$ cat src/cpcvr_pkg.sv
package cpcvr_pkg;

   // ---------------------------------------------------------------
   // Register map
   // ---------------------------------------------------------------
   localparam int ADDR_W = 8;
   localparam int DATA_W = 16;
   localparam logic [7:0] PWR_CLK_CTRL_OFFS = 8'h04;
   localparam logic [7:0] MASTER_VOL_OFFS = 8'h10;
   localparam logic [7:0] MIXER_VOL_OFFS = 8'h11;

   // ---------------------------------------------------------------
   // Power and clock control fields
   // ---------------------------------------------------------------
   localparam int DAC_PWR_BIT = 15;
   localparam int ADC_L_PWR_BIT = 10;
   localparam int ADC_R_PWR_BIT = 9;
   localparam int ADC_BIAS_BIT = 8;
   localparam int DAC_CLK_EN_BIT = 7;
   localparam int DAC_CLK_AUTO_BIT = 6;
   localparam int DEC_CLK_EN_BIT = 2;
   localparam int INT_CLK_EN_BIT = 0;
   localparam logic [15:0] PWR_CLK_RESET = 16'h8705;
   localparam logic [15:0] PWR_CLK_MASK = 16'h87C5;

   // ---------------------------------------------------------------
   // Volume fields
   // ---------------------------------------------------------------
   localparam int VOL_W = 8;
   localparam int HI_LSB = 8;
   localparam logic [15:0] MASTER_VOL_RESET = 16'h0000;
   localparam logic [15:0] MIXER_VOL_RESET = 16'hFF00;
   localparam int NUM_VOL_CH = 4;

   // Attenuation in quarter dB steps
   localparam int ATT_W = 9;
   localparam logic [8:0] COARSE_STEP_QDB = 9'h008;
   localparam logic [7:0] MASTER_FINE_END = 8'hD0;
   localparam logic [5:0] MASTER_FINE_QUAD = 6'h34;
   localparam logic [5:0] MASTER_COARSE_LAST = 6'h3B;
   localparam logic [5:0] MASTER_Q_69 = 6'h3C;
   localparam logic [5:0] MASTER_Q_72 = 6'h3D;
   localparam logic [5:0] MASTER_Q_78 = 6'h3E;
   localparam logic [8:0] ATT_69_QDB = 9'h114;
   localparam logic [8:0] ATT_72_QDB = 9'h120;
   localparam logic [8:0] ATT_78_QDB = 9'h138;
   localparam logic [7:0] MIXER_FINE_END = 8'hB8;
   localparam logic [5:0] MIXER_FINE_QUAD = 6'h2E;
   localparam logic [5:0] MIXER_COARSE_LAST = 6'h35;
   localparam logic [5:0] MIXER_Q_63 = 6'h36;
   localparam logic [5:0] MIXER_Q_66 = 6'h37;
   localparam logic [5:0] MIXER_Q_72 = 6'h38;
   localparam logic [8:0] ATT_63_QDB = 9'h0FC;
   localparam logic [8:0] ATT_66_QDB = 9'h108;

endpackage : cpcvr_pkg

$ cat src/cpcvr_vol_if.sv
`timescale 1ns/1ps
`default_nettype none
interface cpcvr_vol_if;
   logic [7:0] code;
   logic [8:0] atten;
   logic mute;
   modport ctrl (output code, input atten, input mute);
   modport dec (input code, output atten, output mute);
endinterface : cpcvr_vol_if
`default_nettype wire

$ cat src/cpcvr_vol_dec.sv
`timescale 1ns/1ps
`default_nettype none
module cpcvr_vol_dec #(
   parameter bit IS_MIXER = 1'b0
) (
   input wire logic core_clk_in,
   input wire logic rst_in,
   cpcvr_vol_if.dec vol
);

   typedef struct packed {
      logic [8:0] atten;
      logic mute;
   } cpcvr_dec_s;

   cpcvr_dec_s st_ff;
   cpcvr_dec_s nxt_st;
   logic [5:0] quad;

   assign quad = vol.code[7:2];

   // ---------------------------------------------------------------
   // Code to attenuation
   // ---------------------------------------------------------------
   always_comb begin
      nxt_st = st_ff;
      nxt_st.mute = 1'b0;
      if (!IS_MIXER) begin
         if (vol.code <= cpcvr_pkg::MASTER_FINE_END) begin
            nxt_st.atten = {1'b0, vol.code};
         end else if (quad <= cpcvr_pkg::MASTER_COARSE_LAST) begin
            nxt_st.atten = {1'b0, cpcvr_pkg::MASTER_FINE_END}
               + 9'({quad - cpcvr_pkg::MASTER_FINE_QUAD, 3'h0});
         end else if (quad == cpcvr_pkg::MASTER_Q_69) begin
            nxt_st.atten = cpcvr_pkg::ATT_69_QDB;
         end else if (quad == cpcvr_pkg::MASTER_Q_72) begin
            nxt_st.atten = cpcvr_pkg::ATT_72_QDB;
         end else if (quad == cpcvr_pkg::MASTER_Q_78) begin
            nxt_st.atten = cpcvr_pkg::ATT_78_QDB;
         end else begin
            nxt_st.atten = cpcvr_pkg::ATT_78_QDB;
            nxt_st.mute = 1'b1;
         end
      end else begin
         if (vol.code <= cpcvr_pkg::MIXER_FINE_END) begin
            nxt_st.atten = {1'b0, vol.code};
         end else if (quad <= cpcvr_pkg::MIXER_COARSE_LAST) begin
            nxt_st.atten = {1'b0, cpcvr_pkg::MIXER_FINE_END}
               + 9'({quad - cpcvr_pkg::MIXER_FINE_QUAD, 3'h0});
         end else if (quad == cpcvr_pkg::MIXER_Q_63) begin
            nxt_st.atten = cpcvr_pkg::ATT_63_QDB;
         end else if (quad == cpcvr_pkg::MIXER_Q_66) begin
            nxt_st.atten = cpcvr_pkg::ATT_66_QDB;
         end else if (quad == cpcvr_pkg::MIXER_Q_72) begin
            nxt_st.atten = cpcvr_pkg::ATT_72_QDB;
         end else begin
            nxt_st.atten = cpcvr_pkg::ATT_72_QDB;
            nxt_st.mute = 1'b1;
         end
      end
   end

   always_ff @(posedge core_clk_in) begin
      if (rst_in) begin
         st_ff <= '0;
      end else begin
         st_ff <= nxt_st;
      end
   end

   assign vol.atten = st_ff.atten;
   assign vol.mute = st_ff.mute;

endmodule // cpcvr_vol_dec
`default_nettype wire

$ cat src/cpcvr_top.sv
`timescale 1ns/1ps
`default_nettype none
module cpcvr_top (
   input wire logic core_clk_in,
   input wire logic rst_in,
   input wire logic [7:0] reg_addr_in,
   input wire logic [15:0] reg_wdata_in,
   input wire logic reg_wr_in,
   input wire logic reg_rd_in,
   output logic [15:0] reg_rdata_out,
   input wire logic pll_locked_in,
   output logic dac_power_on_out,
   output logic adc_bias_power_on_out,
   output logic adc_left_power_on_out,
   output logic adc_right_power_on_out,
   output logic dac_clock_enable_out,
   output logic interpolator_mute_out,
   output logic decimator_clock_enable_out,
   output logic interpolator_clock_enable_out,
   output logic [7:0] master_volume_left_out,
   output logic [7:0] master_volume_right_out,
   output logic [7:0] mixer_volume_ch1_out,
   output logic [7:0] mixer_volume_ch2_out,
   output logic [8:0] master_atten_left_out,
   output logic [8:0] master_atten_right_out,
   output logic [8:0] mixer_atten_ch1_out,
   output logic [8:0] mixer_atten_ch2_out,
   output logic master_mute_left_out,
   output logic master_mute_right_out,
   output logic mixer_mute_ch1_out,
   output logic mixer_mute_ch2_out
);

   // ---------------------------------------------------------------
   // State
   // ---------------------------------------------------------------
   typedef struct packed {
      logic [15:0] pwr_clk;
      logic [15:0] master_vol;
      logic [15:0] mixer_vol;
      logic [15:0] rdata;
      logic lock_meta;
      logic lock_sync;
      logic adc_left_pwr;
      logic adc_right_pwr;
      logic adc_bias_pwr;
      logic dac_clk_en;
      logic int_mute;
      logic dec_clk_en;
      logic int_clk_en;
   } cpcvr_state_s;

   cpcvr_state_s st_ff;
   cpcvr_state_s nxt_st;
   cpcvr_state_s rst_st;

   logic auto_unlock;
   logic [15:0] rd_mux;

   // ---------------------------------------------------------------
   // Reset image
   // ---------------------------------------------------------------
   always_comb begin
      rst_st = '0;
      rst_st.pwr_clk = cpcvr_pkg::PWR_CLK_RESET;
      rst_st.master_vol = cpcvr_pkg::MASTER_VOL_RESET;
      rst_st.mixer_vol = cpcvr_pkg::MIXER_VOL_RESET;
      rst_st.adc_left_pwr = 1'b1;
      rst_st.adc_right_pwr = 1'b1;
      rst_st.adc_bias_pwr = 1'b1;
      rst_st.dec_clk_en = 1'b1;
      rst_st.int_clk_en = 1'b1;
   end

   // ---------------------------------------------------------------
   // Read mux
   // ---------------------------------------------------------------
   always_comb begin
      rd_mux = 16'h0000;
      unique case (reg_addr_in)
         cpcvr_pkg::PWR_CLK_CTRL_OFFS: begin
            rd_mux = st_ff.pwr_clk & cpcvr_pkg::PWR_CLK_MASK;
         end
         cpcvr_pkg::MASTER_VOL_OFFS: begin
            rd_mux = st_ff.master_vol;
         end
         cpcvr_pkg::MIXER_VOL_OFFS: begin
            rd_mux = st_ff.mixer_vol;
         end
         default: begin
            rd_mux = 16'h0000;
         end
      endcase
   end

   // Unlocked PLL only matters while the auto function is on
   assign auto_unlock = st_ff.pwr_clk[cpcvr_pkg::DAC_CLK_AUTO_BIT]
      & ~st_ff.lock_sync;

   // ---------------------------------------------------------------
   // Next state
   // ---------------------------------------------------------------
   always_comb begin
      nxt_st = st_ff;

      // Two-stage sync of the PLL lock level
      nxt_st.lock_meta = pll_locked_in;
      nxt_st.lock_sync = st_ff.lock_meta;

      // Register writes
      if (reg_wr_in) begin
         unique case (reg_addr_in)
            cpcvr_pkg::PWR_CLK_CTRL_OFFS: begin
               nxt_st.pwr_clk = reg_wdata_in
                  & cpcvr_pkg::PWR_CLK_MASK;
            end
            cpcvr_pkg::MASTER_VOL_OFFS: begin
               nxt_st.master_vol = reg_wdata_in;
            end
            cpcvr_pkg::MIXER_VOL_OFFS: begin
               nxt_st.mixer_vol = reg_wdata_in;
            end
            default: begin
               nxt_st.pwr_clk = st_ff.pwr_clk;
            end
         endcase
      end

      // Read data stands only in cycles after one with reg_rd_in high
      nxt_st.rdata = reg_rd_in ? rd_mux : 16'h0000;

      // ADC power gating by the bias bit
      nxt_st.adc_bias_pwr = st_ff.pwr_clk[cpcvr_pkg::ADC_BIAS_BIT];
      nxt_st.adc_left_pwr = st_ff.pwr_clk[cpcvr_pkg::ADC_BIAS_BIT]
         & st_ff.pwr_clk[cpcvr_pkg::ADC_L_PWR_BIT];
      nxt_st.adc_right_pwr = st_ff.pwr_clk[cpcvr_pkg::ADC_BIAS_BIT]
         & st_ff.pwr_clk[cpcvr_pkg::ADC_R_PWR_BIT];

      // DAC clock with automatic stop on PLL unlock
      nxt_st.dac_clk_en = st_ff.pwr_clk[cpcvr_pkg::DAC_CLK_EN_BIT]
         & ~auto_unlock;
      nxt_st.int_mute = auto_unlock;

      // Decimator and interpolator clocks
      nxt_st.dec_clk_en = st_ff.pwr_clk[cpcvr_pkg::DEC_CLK_EN_BIT];
      nxt_st.int_clk_en = st_ff.pwr_clk[cpcvr_pkg::INT_CLK_EN_BIT];
   end

   always_ff @(posedge core_clk_in) begin
      if (rst_in) begin
         st_ff <= rst_st;
      end else begin
         st_ff <= nxt_st;
      end
   end

   // ---------------------------------------------------------------
   // Volume decoders
   // ---------------------------------------------------------------
   cpcvr_vol_if vif[cpcvr_pkg::NUM_VOL_CH] ();

   assign vif[0].code = st_ff.master_vol[15:8];
   assign vif[1].code = st_ff.master_vol[7:0];
   assign vif[2].code = st_ff.mixer_vol[7:0];
   assign vif[3].code = st_ff.mixer_vol[15:8];

   generate
      for (genvar i = 0; i < cpcvr_pkg::NUM_VOL_CH; i++) begin : g_dec
         cpcvr_vol_dec #(
            .IS_MIXER(i >= 2)
         ) u_dec (
            .core_clk_in(core_clk_in),
            .rst_in(rst_in),
            .vol(vif[i].dec)
         );
      end
   endgenerate

   // ---------------------------------------------------------------
   // Outputs
   // ---------------------------------------------------------------
   assign reg_rdata_out = st_ff.rdata;
   // Straight from the register bit, nothing else mixed in
   assign dac_power_on_out =
      st_ff.pwr_clk[cpcvr_pkg::DAC_PWR_BIT];
   assign adc_bias_power_on_out = st_ff.adc_bias_pwr;
   assign adc_left_power_on_out = st_ff.adc_left_pwr;
   assign adc_right_power_on_out = st_ff.adc_right_pwr;
   assign dac_clock_enable_out = st_ff.dac_clk_en;
   assign interpolator_mute_out = st_ff.int_mute;
   assign decimator_clock_enable_out = st_ff.dec_clk_en;
   assign interpolator_clock_enable_out = st_ff.int_clk_en;
   assign master_volume_left_out = st_ff.master_vol[15:8];
   assign master_volume_right_out = st_ff.master_vol[7:0];
   assign mixer_volume_ch1_out = st_ff.mixer_vol[7:0];
   assign mixer_volume_ch2_out = st_ff.mixer_vol[15:8];
   assign master_atten_left_out = vif[0].atten;
   assign master_atten_right_out = vif[1].atten;
   assign mixer_atten_ch1_out = vif[2].atten;
   assign mixer_atten_ch2_out = vif[3].atten;
   assign master_mute_left_out = vif[0].mute;
   assign master_mute_right_out = vif[1].mute;
   assign mixer_mute_ch1_out = vif[2].mute;
   assign mixer_mute_ch2_out = vif[3].mute;

endmodule // cpcvr_top
`default_nettype wire

$ cat config.mk
export PLATFORM = sky130hd
export DESIGN_NAME = cpcvr_top
export DESIGN_NICKNAME = d
export VERILOG_FILES = /design/src/cpcvr_pkg.sv /design/src/cpcvr_vol_if.sv /design/src/cpcvr_vol_dec.sv /design/src/cpcvr_top.sv
export SDC_FILE = /design/constraint.sdc
export NUM_CORES = 1
export LEC_CHECK = 0
export CORE_MARGIN = 5
export CORE_UTILIZATION = 55
export DETAILED_ROUTE_END_ITERATION = 10
export DONT_BUFFER_PORTS = 1
export PLACE_DENSITY = 0.7
export SYNTH_ARGS = -nofsm -noshare
export SYNTH_HDL_FRONTEND = slang
export SYNTH_SLANG_ARGS = --single-unit
$ cat constraint.sdc
create_clock -name core_clk_in -period 3.96 [get_ports core_clk_in]
set_input_delay 0.594 -clock core_clk_in [delete_from_list [all_inputs] [get_ports core_clk_in]]
set_output_delay 0.594 -clock core_clk_in [all_outputs]
set_load 0.1 [all_outputs]
# --- Word level (Yosys, flattened, before mapping) ---
# Cells that the tools add are included.
op_classes:
  add_sub_neg: 8
  magnitude_cmp: 8
  n_eq_ne: 15
  muxes: 21
  n_bitwise: 7
  reduce_logical: 12
ops:
  columns: ["operator", "count"]
  rows:
  - ["equality test 6 bit (second input constant)", 12]
  - ["2-to-1 mux 9 bit", 8]
  - ["case mux 16 bit (3 select lines)", 1]
  - ["adder 8 x 9 -> 9 bit (first input constant)", 4]
  - ["<= comparator 8 bit (second input constant)", 4]
  - ["2-to-1 mux 8 bit", 4]
  - ["<= comparator 6 bit (second input constant)", 4]
  - ["subtractor 6 bit (second input constant)", 4]
  - ["OR reduction 5 bit", 4]
  - ["equality test 8 x 5 -> 1 bit (second input constant)", 2]
  - ["2-to-1 mux 6 bit", 2]
  - ["2-to-1 mux 5 bit", 2]
  - ["OR reduction 2 bit", 5]
  - ["equality test 8 x 3 -> 1 bit (second input constant)", 1]
  - ["AND reduction 2 bit", 3]
  - ["AND 1 bit", 4]
  - ["2-to-1 mux 1 bit", 4]
  - ["inverter 1 bit", 3]
word_totals:
  regBits: 105
  input_bits: 29
  output_inout_bits: 96
  word_cells: 96

# --- Logic depth before layout (Yosys ltp) ---
# Gate-level depths: netlist of the first run.
logic_depth:
  depth_word: 5
  depth_mapped: 8
  ltp_nobuf: 7

# --- Modules after synthesis ---
# From an unflattened synthesis of the first run, not the netlist that was laid out.
unflattened:
  hier_cells: 575
  hier_area_um2: 5504.0
by_module_without_submodules:
  columns: ["module", "n_inst", "cells_per_inst", "area_each_um2", "seq_area_each_um2"]
  rows:
  - ["cpcvr_top", 1, 315, 3046.7, 1301.2]
  - ["cpcvr_vol_dec (g_dec[2].u_dec ...)", 2, 74, 701.9, 200.2]
  - ["cpcvr_vol_dec (g_dec[0].u_dec ...)", 2, 56, 526.8, 200.2]

# --- Worst setup path before layout of the first run ---
# Ideal clock, no wire load.
synth_timing:
  path_type: "input to register"
  startpoint: "input reg_addr_in[3]"
  endpoint: "register st_ff, in the netlist mixer_volume_ch2_out[2]"
  setup_time_ns: 0.118
  t_arrival_ns: 2.156
  required_time_ns: 3.842
  path_slack_ns: 1.686
  stages: 7
  n_path_buf: 2
  cell_sequence: "or4_1 > buf_2 > nor4_4 > nand2_1 > buf_2 > nor3_1 > nor2_1"
synth_via:
  elab_chain_len: 2
synth_lines:
  columns: ["item", "line_no", "rtl"]
  rows:
  - ["start, declared", "cpcvr_top.sv:6", "input wire logic [7:0] reg_addr_in,"]
  - ["equality test 8 x 5 -> 1 bit", "cpcvr_top.sv:112", "unique case (reg_addr_in)"]
  - ["AND reduction 2 bit (no line)", null, null]
  - ["end signal, assigned", "cpcvr_top.sv:151", "st_ff <= rst_st;"]
  - ["end signal, assigned", "cpcvr_top.sv:153", "st_ff <= nxt_st;"]
  - ["end, declared", "cpcvr_top.sv:53", "cpcvr_state_s st_ff;"]
# Every way passes these cells.
# A chain may end at the register's enable or synchronous reset.

# --- Final worst setup path of the first run ---
layout_timing:
  startpoint: "input reg_addr_in[3]"
  endpoint: "register st_ff, in the netlist mixer_volume_ch2_out[4]"
# The elaborated chain is that of the path after synthesis.

==> impl_metrics.ini, run 1 <==
[status]
status = completed

[timing]
timing_max_transition_violations_final = 0
final_hold_viol_count = 0
rsz0062_at_grt = false
max-slew-margin-rel_pct = 19.3
period_needed_ns = 2.51
setup_total_negative_slack_ns = 0
timing.final.setup_violations = 0
fin_hold_ws_ns = 0.306
finClkSkew_ns = 0.0120
fin_crit_sh_pct = 63.4
worstMarginPinSlew_ns = 1.21
fmax_mhz = 398

[power]
power_per_cell_area_nw_per_um2 = 327
share_seq_of_total_power_pct = 63.3
comb_power_share_pct = 1.6
clock_power_share_pct = 35.1
internal-power_uw = 1320
netSwitchingPower_uw = 382
leakage_uw = 0.00208
irDropWorstVdd_v = 0.000162
switching_share_pct = 22.5
finalPower_uw = 1700

[setup_path]
reg2reg_slack_ns = 1.66
path_delay_family = simple AND/OR/NAND/NOR gates
worst_ep_required_time_ns = 4.21
worstPathBufferInverterCount = 0
rr_endpoint = g_dec[3].u_dec.vol.atten[7]
r2r.worst_path.cells = 8
crit-reg2reg-launch = mixer_volume_ch2_out[2]
worstPathArrival_ns = 2.76
timing.critical_path.slowest_cell_delay_ns = 0.70
crit_path_start_kind = input pin
cp-end-kind = register
critical_path.max_fanout = 16
timing_worst_setup_path_type = in2reg
cp_slowest_cell = or4_1
crit_path_cell_trace = or4_1, nor4_4, nand2_1, nor3_1, nor2_1

[route]
drt_first_iter_violations = 166
detail_route.wl_per_cell_um = 18.4
drtPass1Iterations = 5
post-route-drc-count = 0
num_vias = 3871
drtAntennaViolNets = 0
viasPerCell = 5.83
route.final.wire_length_mm = 12.2

[synth]
netlist_top_cells_count = dfxtp_1 (105), nor2_1 (70), buf_4 (50)
synth_async_sr_flop_share_pct = 0
synthMostInstantiatedCell = dfxtp_1
synthFlopType = dfxtp_1
post-synth-top-area-cell = dfxtp_1
synth.top_cell.area_share_pct = 41.0
synth.yosys.seq_area_share_pct = 41.0
ys_ff_latch = 105
yosys.cell_types.count = 53
synth_area_um2 = 5120
syn_avg_cell_area_um2 = 8.79
syn-instance-count = 583
synth-edff-count = 0
yosys_warning_count = 0
synth.top_cells.by_area = dfxtp_1 (41%), buf_4 (7.3%), ha_1 (5.9%)
synth_fp_nets = 636

[placed_design]
place.detailed.instances = 648
portBuffers = 0
detailedPlacementHpwl_mm = 9.14
finalWeightedCongestion = 0.847

[global_route]
vias_in_the_first_global_route = 3678
grt_max_degree = 75
global_route.usage.total_pct = 21.6
grt_remaining_overflow = 0
antenna_found_initial = 0
grt_first_pass_wirelength_mm = 19.4

[final_layout]
stdcell_count = 664
area.sequential_um2 = 2100
multiInputGateArea_um2 = 2460
flow.area_growth_from_synthesis_pct = 1.27
layout.core_utilization_pct = 56.7
layout-drive-gt1-share_pct = 11.2
n_antenna_cell = 0
count_of_filler_cells_inserted_in_the_layout = 839
nNetsFinal = 601

[clocking]
cts_made_buffers = 9
ctsLongestPathBuffers = 2
ctsResizeCount = 0
cts_tree = done
clock-root-buffer = clkbuf_8
worstSkewPairLatency_ns = 0.36
path_clk_slew_ns = 0.09
cts_setup_buffers = 0
cts-htree-levels = 3
ctsHoldBuffers = 0
clock_sink_count = 105

[floorplanning]
die_width_um = 107
die_h_um = 107
floorplan.core_area_um2 = 9150
io-pin-count = 125
num_rows = 35
floorplan.initialDensity_pct = 56.0
die_area_um2 = 11300

[min_path]
whs_path_depth = 1
hold_path.class = in2reg
hold_start = rst_in
min_delay_worst_endpoint = g_dec[0].u_dec.vol.atten[3]

[job]
maxCapViolCount = 0
[cells by family (layout without fill, tap and decap cells)]
kind of cell,Yosys count,after routing,synth area share (%)
buf+inv,99,69,11.0
compound gates,103,103,13.7
flops,105,105,41.0
xor+xnor,13,13,2.22
mux,30,30,6.05
simple gates,209,209,20.1
fa+ha+maj,24,24,5.86
[routing by layer]
| layer | global-route usage, % | routed length (um) | up-vias |
|---|---|---|---|
| li1 | - | - | 1887 |
| met5 | 0 | 0 | - |
| met2 | 37.5 | 6190 | 124 |
| met3 | 8.14 | 1090 | 11 |
| met1 | 25.2 | 4850 | 1849 |
| met4 | 5.02 | 107 | 0 |
[through the flow]
| step | area [um^2] | worst slack (ns) |
|---|---|---|
| after floorplan | 5120 | 1.69 |
| after global placement | 5020 | 1.22 |
| after detailed placement | 5020 | 1.12 |
| after CTS | 5190 | 1.51 |
| after global routing | 5190 | 1.31 |
| final | 5190 | 1.45 |
[worst max path at each step]
stage                        start                      end  slack, ns  cells after the start
finish              reg_addr_in[3]  mixer_volume_ch2_out[4]       1.45                      5
floorplan           reg_addr_in[3]  mixer_volume_ch2_out[2]       1.69                      7
global route        reg_addr_in[3]  mixer_volume_ch1_out[1]       1.31                      5
global placement    reg_addr_in[3]  mixer_volume_ch2_out[5]       1.22                      5
detailed placement  reg_addr_in[3]  mixer_volume_ch2_out[5]       1.12                      5
CTS                 reg_addr_in[3]  mixer_volume_ch2_out[4]       1.51                      5
[layout by cell type (no fill, tap or decap), types with 11 or more instances in the layout]
master,count
dfxtp_1,105
nor2_1,70
nand2_1,48
buf_4,31
a21oi_1,25
ha_1,24
nor3_1,23
inv_1,22
mux2i_1,22
o21ai_0,17
a22oi_1,16
nand3_1,11
nor2b_1,11
[flip-flops by register name, summed over array words and instances, names as in the netlist, 4 cells and up]
name and count:
g_dec.u_dec.vol.atten 36, g_dec.u_dec.vol.mute 4, master_volume_left_out 8, master_volume_right_out 8
mixer_volume_ch1_out 8, mixer_volume_ch2_out 8, nxt_st 4, reg_rdata_out 16
st_ff 5
[power by group through the flow]
stage / registers (uW) / logic (uW) / clock network, uW
final: 1080 / 26.7 / 597
after global routing: 1080 / 29.2 / 663
after CTS: 1080 / 26.6 / 617
after detailed placement: 1100 / 26.6 / 0
after global placement: 1100 / 25.7 / 0
after floorplan: 1100 / 33.6 / 0
[cell type report]
type | count | share of cell area [%]
multi-input combinational | 379 | 47.4
sequential | 105 | 40.5
timing repair buffer | 31 | 4.48
clock buffer | 12 | 2.80
tap | 111 | 2.68
inverter | 22 | 1.59
clock inverter | 4 | 0.554
Note: power is estimated with default switching activity, not from simulation.
==> run 2: changes to the inputs <==
--- a/config.mk
+++ b/config.mk
@@ -5,6 +5,7 @@
 export SDC_FILE = /design/constraint.sdc
 export NUM_CORES = 1
 export LEC_CHECK = 0
+export ABC_AREA = 1
 export CORE_MARGIN = 5
 export CORE_UTILIZATION = 55
 export DETAILED_ROUTE_END_ITERATION = 10
==> constraint.sdc (replaced) <==
create_clock -name core_clk_in -period 2.5 [get_ports core_clk_in]
set_input_delay 0.375 -clock core_clk_in [delete_from_list [all_inputs] [get_ports core_clk_in]]
set_output_delay 0.375 -clock core_clk_in [all_outputs]
set_load 0.1 [all_outputs]
==> impl_metrics.ini, run 2 <==
[synth]
synth.yosys.seq_area_share_pct = 40.9
ys_ff_latch = 105
syn-instance-count = 701
yosys_warning_count = 0
netlist_top_cells_count = nand2_1 (148), dfxtp_1 (105), inv_1 (88)
synth_area_um2 = 5140
syn_avg_cell_area_um2 = 7.33
synth.top_cell.area_share_pct = 40.9
synthMostInstantiatedCell = nand2_1
synth_fp_nets = 754
yosys.cell_types.count = 30
post-synth-top-area-cell = dfxtp_1
synth.top_cells.by_area = dfxtp_1 (41%), nand2_1 (11%), buf_4 (7.2%)
synth_async_sr_flop_share_pct = 0
synthFlopType = dfxtp_1
synth-edff-count = 0

[timing]
period_needed_ns = 1.87
timing_max_transition_violations_final = 0
fmax_mhz = 535
rsz0062_at_grt = false
max-slew-margin-rel_pct = 37.0
worstMarginPinSlew_ns = 0.943
setup_total_negative_slack_ns = 0
post-route-worst-setup-slack_ns = 0.630
final_hold_viol_count = 0
timing.final.setup_violations = 0
fin_crit_sh_pct = 74.8
finClkSkew_ns = 0.0129

[floorplanning]
die_area_um2 = 11400
num_rows = 35
die_h_um = 107
die_width_um = 107
floorplan.initialDensity_pct = 56.1
io-pin-count = 125
floorplan.core_area_um2 = 9150

[final_layout]
layout_common_cells = nand2_1 (148), dfxtp_1 (105), buf_4 (93), inv_1 (88), nand3_1 (58)
layout.core_utilization_pct = 62.6
layout-drive-gt1-share_pct = 16.7
stdcell_count = 858
design_area_um2 = 5730
layout.cells.most_common = nand2_1
largest_reg_flops = 36
flow.area_growth_from_synthesis_pct = 11.5
nNetsFinal = 795
n_antenna_cell = 0

[route]
route.final.wire_length_mm = 13.1
drt_first_iter_violations = 225
drtAntennaViolNets = 0
viasPerCell = 5.33
detail_route.wl_per_cell_um = 15.3
drtPass1Iterations = 5
post-route-drc-count = 0
num_vias = 4573

[setup_path]
timing.critical_path.slowest_cell_delay_ns = 0.48
timing_worst_setup_path_type = reg2reg
r2r.worst_path.cells = 9
worstPathArrival_ns = 2.18
worst_ep_required_time_ns = 2.81
crit-reg2reg-launch = mixer_volume_ch1_out[2]
cp_slowest_cell = dfxtp_1
critPathCapture = g_dec[2].u_dec.vol.mute
critical_path.max_fanout = 6
timing.critical_path.mode_cell = nor2_1
crit_path_start_kind = register
crit_path_cell_trace = inv_1, ha_1, inv_1, nor2_1, nand4_1, nand3_1, nor2_1, o21ai_0, nor2_1
cp-end-kind = register
rr_endpoint = g_dec[2].u_dec.vol.mute
reg2reg_slack_ns = 0.63
timing.critical_path.from = mixer_volume_ch1_out[2]

[job]
maxCapViolCount = 0

[clocking]
worstSkewPairLatency_ns = 0.37
ctsLongestPathBuffers = 2
ctsHoldBuffers = 0
cts-htree-levels = 3
clock_sink_count = 105
cts_tree = done
clock-root-buffer = clkbuf_8
ctsResizeCount = 0
cts_setup_buffers = 0
cts_made_buffers = 9
path_clk_slew_ns = 0.10

[power]
power_per_cell_area_nw_per_um2 = 486
irDropWorstVdd_v = 0.000343
leakage_uw = 0.00275

[global_route]
vias_in_the_first_global_route = 4417
global_route.usage.total_pct = 23.3
antenna_found_initial = 0
grt_max_degree = 32
grt_first_pass_wirelength_mm = 21.4
grt_remaining_overflow = 0

[min_path]
hold_path.class = in2reg

[placed_design]
place.detailed.instances = 842
finalWeightedCongestion = 0.910
post-place-ws_ns = 0.414
detailedPlacementHpwl_mm = 10.2
portBuffers = 0
detailed_place.area_um2 = 5540

[status]
status = completed
==> run 2: changes by cell type after synthesis, moves of 11 or more <==
cell	before	now
a21oi_1	25	47
a22oi_1	16	0
clkbuf_1	21	6
inv_1	22	88
mux2i_1	22	0
nand2_1	48	148
nand3_1	11	58
nor2_1	70	56
nor2b_1	11	0
nor3_1	23	7
o21ai_0	17	53
==> run 2: worst max-delay path: cells and delay by family, from the launching register on <==
kind,cells,cell delay [ns]
adders and majority gates,1,0.25
AOI/OAI and AO/OA,1,0.15
DFF,1,0.48
buffers and inverters,2,0.28
and+or+nand+nor,5,0.64
==> run 2: cells by family after synthesis <==
kind of cell             Yosys count  synth area share [%]
flip-flops                       105                  40.9
AO/OA/AOI/OAI                    117                  12.2
buffers and inverters            157                  15.3
adder cells (fa/ha/maj)           24                  5.85
AND/OR/NAND/NOR                  290                  24.3
XOR/XNOR                           8                  1.36
==> run 2: worst min-delay path by stage <==
stage / start / to / slack (ns) / depth (start not counted)
finish: rst_in / master_volume_left_out[3] / 0.07 / 1
global route: rst_in / master_volume_left_out[7] / 0.05 / 1
CTS: rst_in / master_volume_right_out[7] / 0.05 / 1
detailed placement: nxt_st[7] / st_ff[7] / 0.40 / 2
global placement: nxt_st[7] / st_ff[7] / 0.39 / 2
floorplan: nxt_st[7] / st_ff[7] / 0.39 / 2
==> run 2: per-stage QoR <==
step / hold slack, ns / total power [uW]
after detailed placement: 0.398 / 1820
after global routing: 0.0461 / 2890
after global placement: 0.393 / 1820
after CTS: 0.0533 / 2800
after floorplan: 0.388 / 1800
final: 0.0699 / 2780
==> run 2: area by class of cell <==
type | instances | area, um^2
Clock inverter | 6 | 61.3
Inverter | 94 | 353
Timing Repair Buffer | 93 | 698
Clock buffer | 10 | 128
Fill cell | 861 | 3430
Multi-Input combinational cell | 439 | 2250
Tap cell | 111 | 139
Sequential cell | 105 | 2100
==> run 2: power breakdown <==
part	switching [uW]	internal, uW	total [uW]
Sequential	3.27	1680	1680
Clock	618	387	1000
Combinational	75.6	22.4	98.0
==> run 2: per-layer routing <==
| metal | up-vias | routed length, um | share of wire, % | GRT usage [%] |
|---|---|---|---|---|
| li1 | 2276 | - | - | - |
| met1 | 2101 | 5120 | 39 | 26.6 |
| met2 | 173 | 6500 | 50 | 41.5 |
| met3 | 23 | 1230 | 9.4 | 7.59 |
| met4 | 0 | 237 | 1.8 | 6.67 |
| met5 | - | 0 | 0 | 0 |
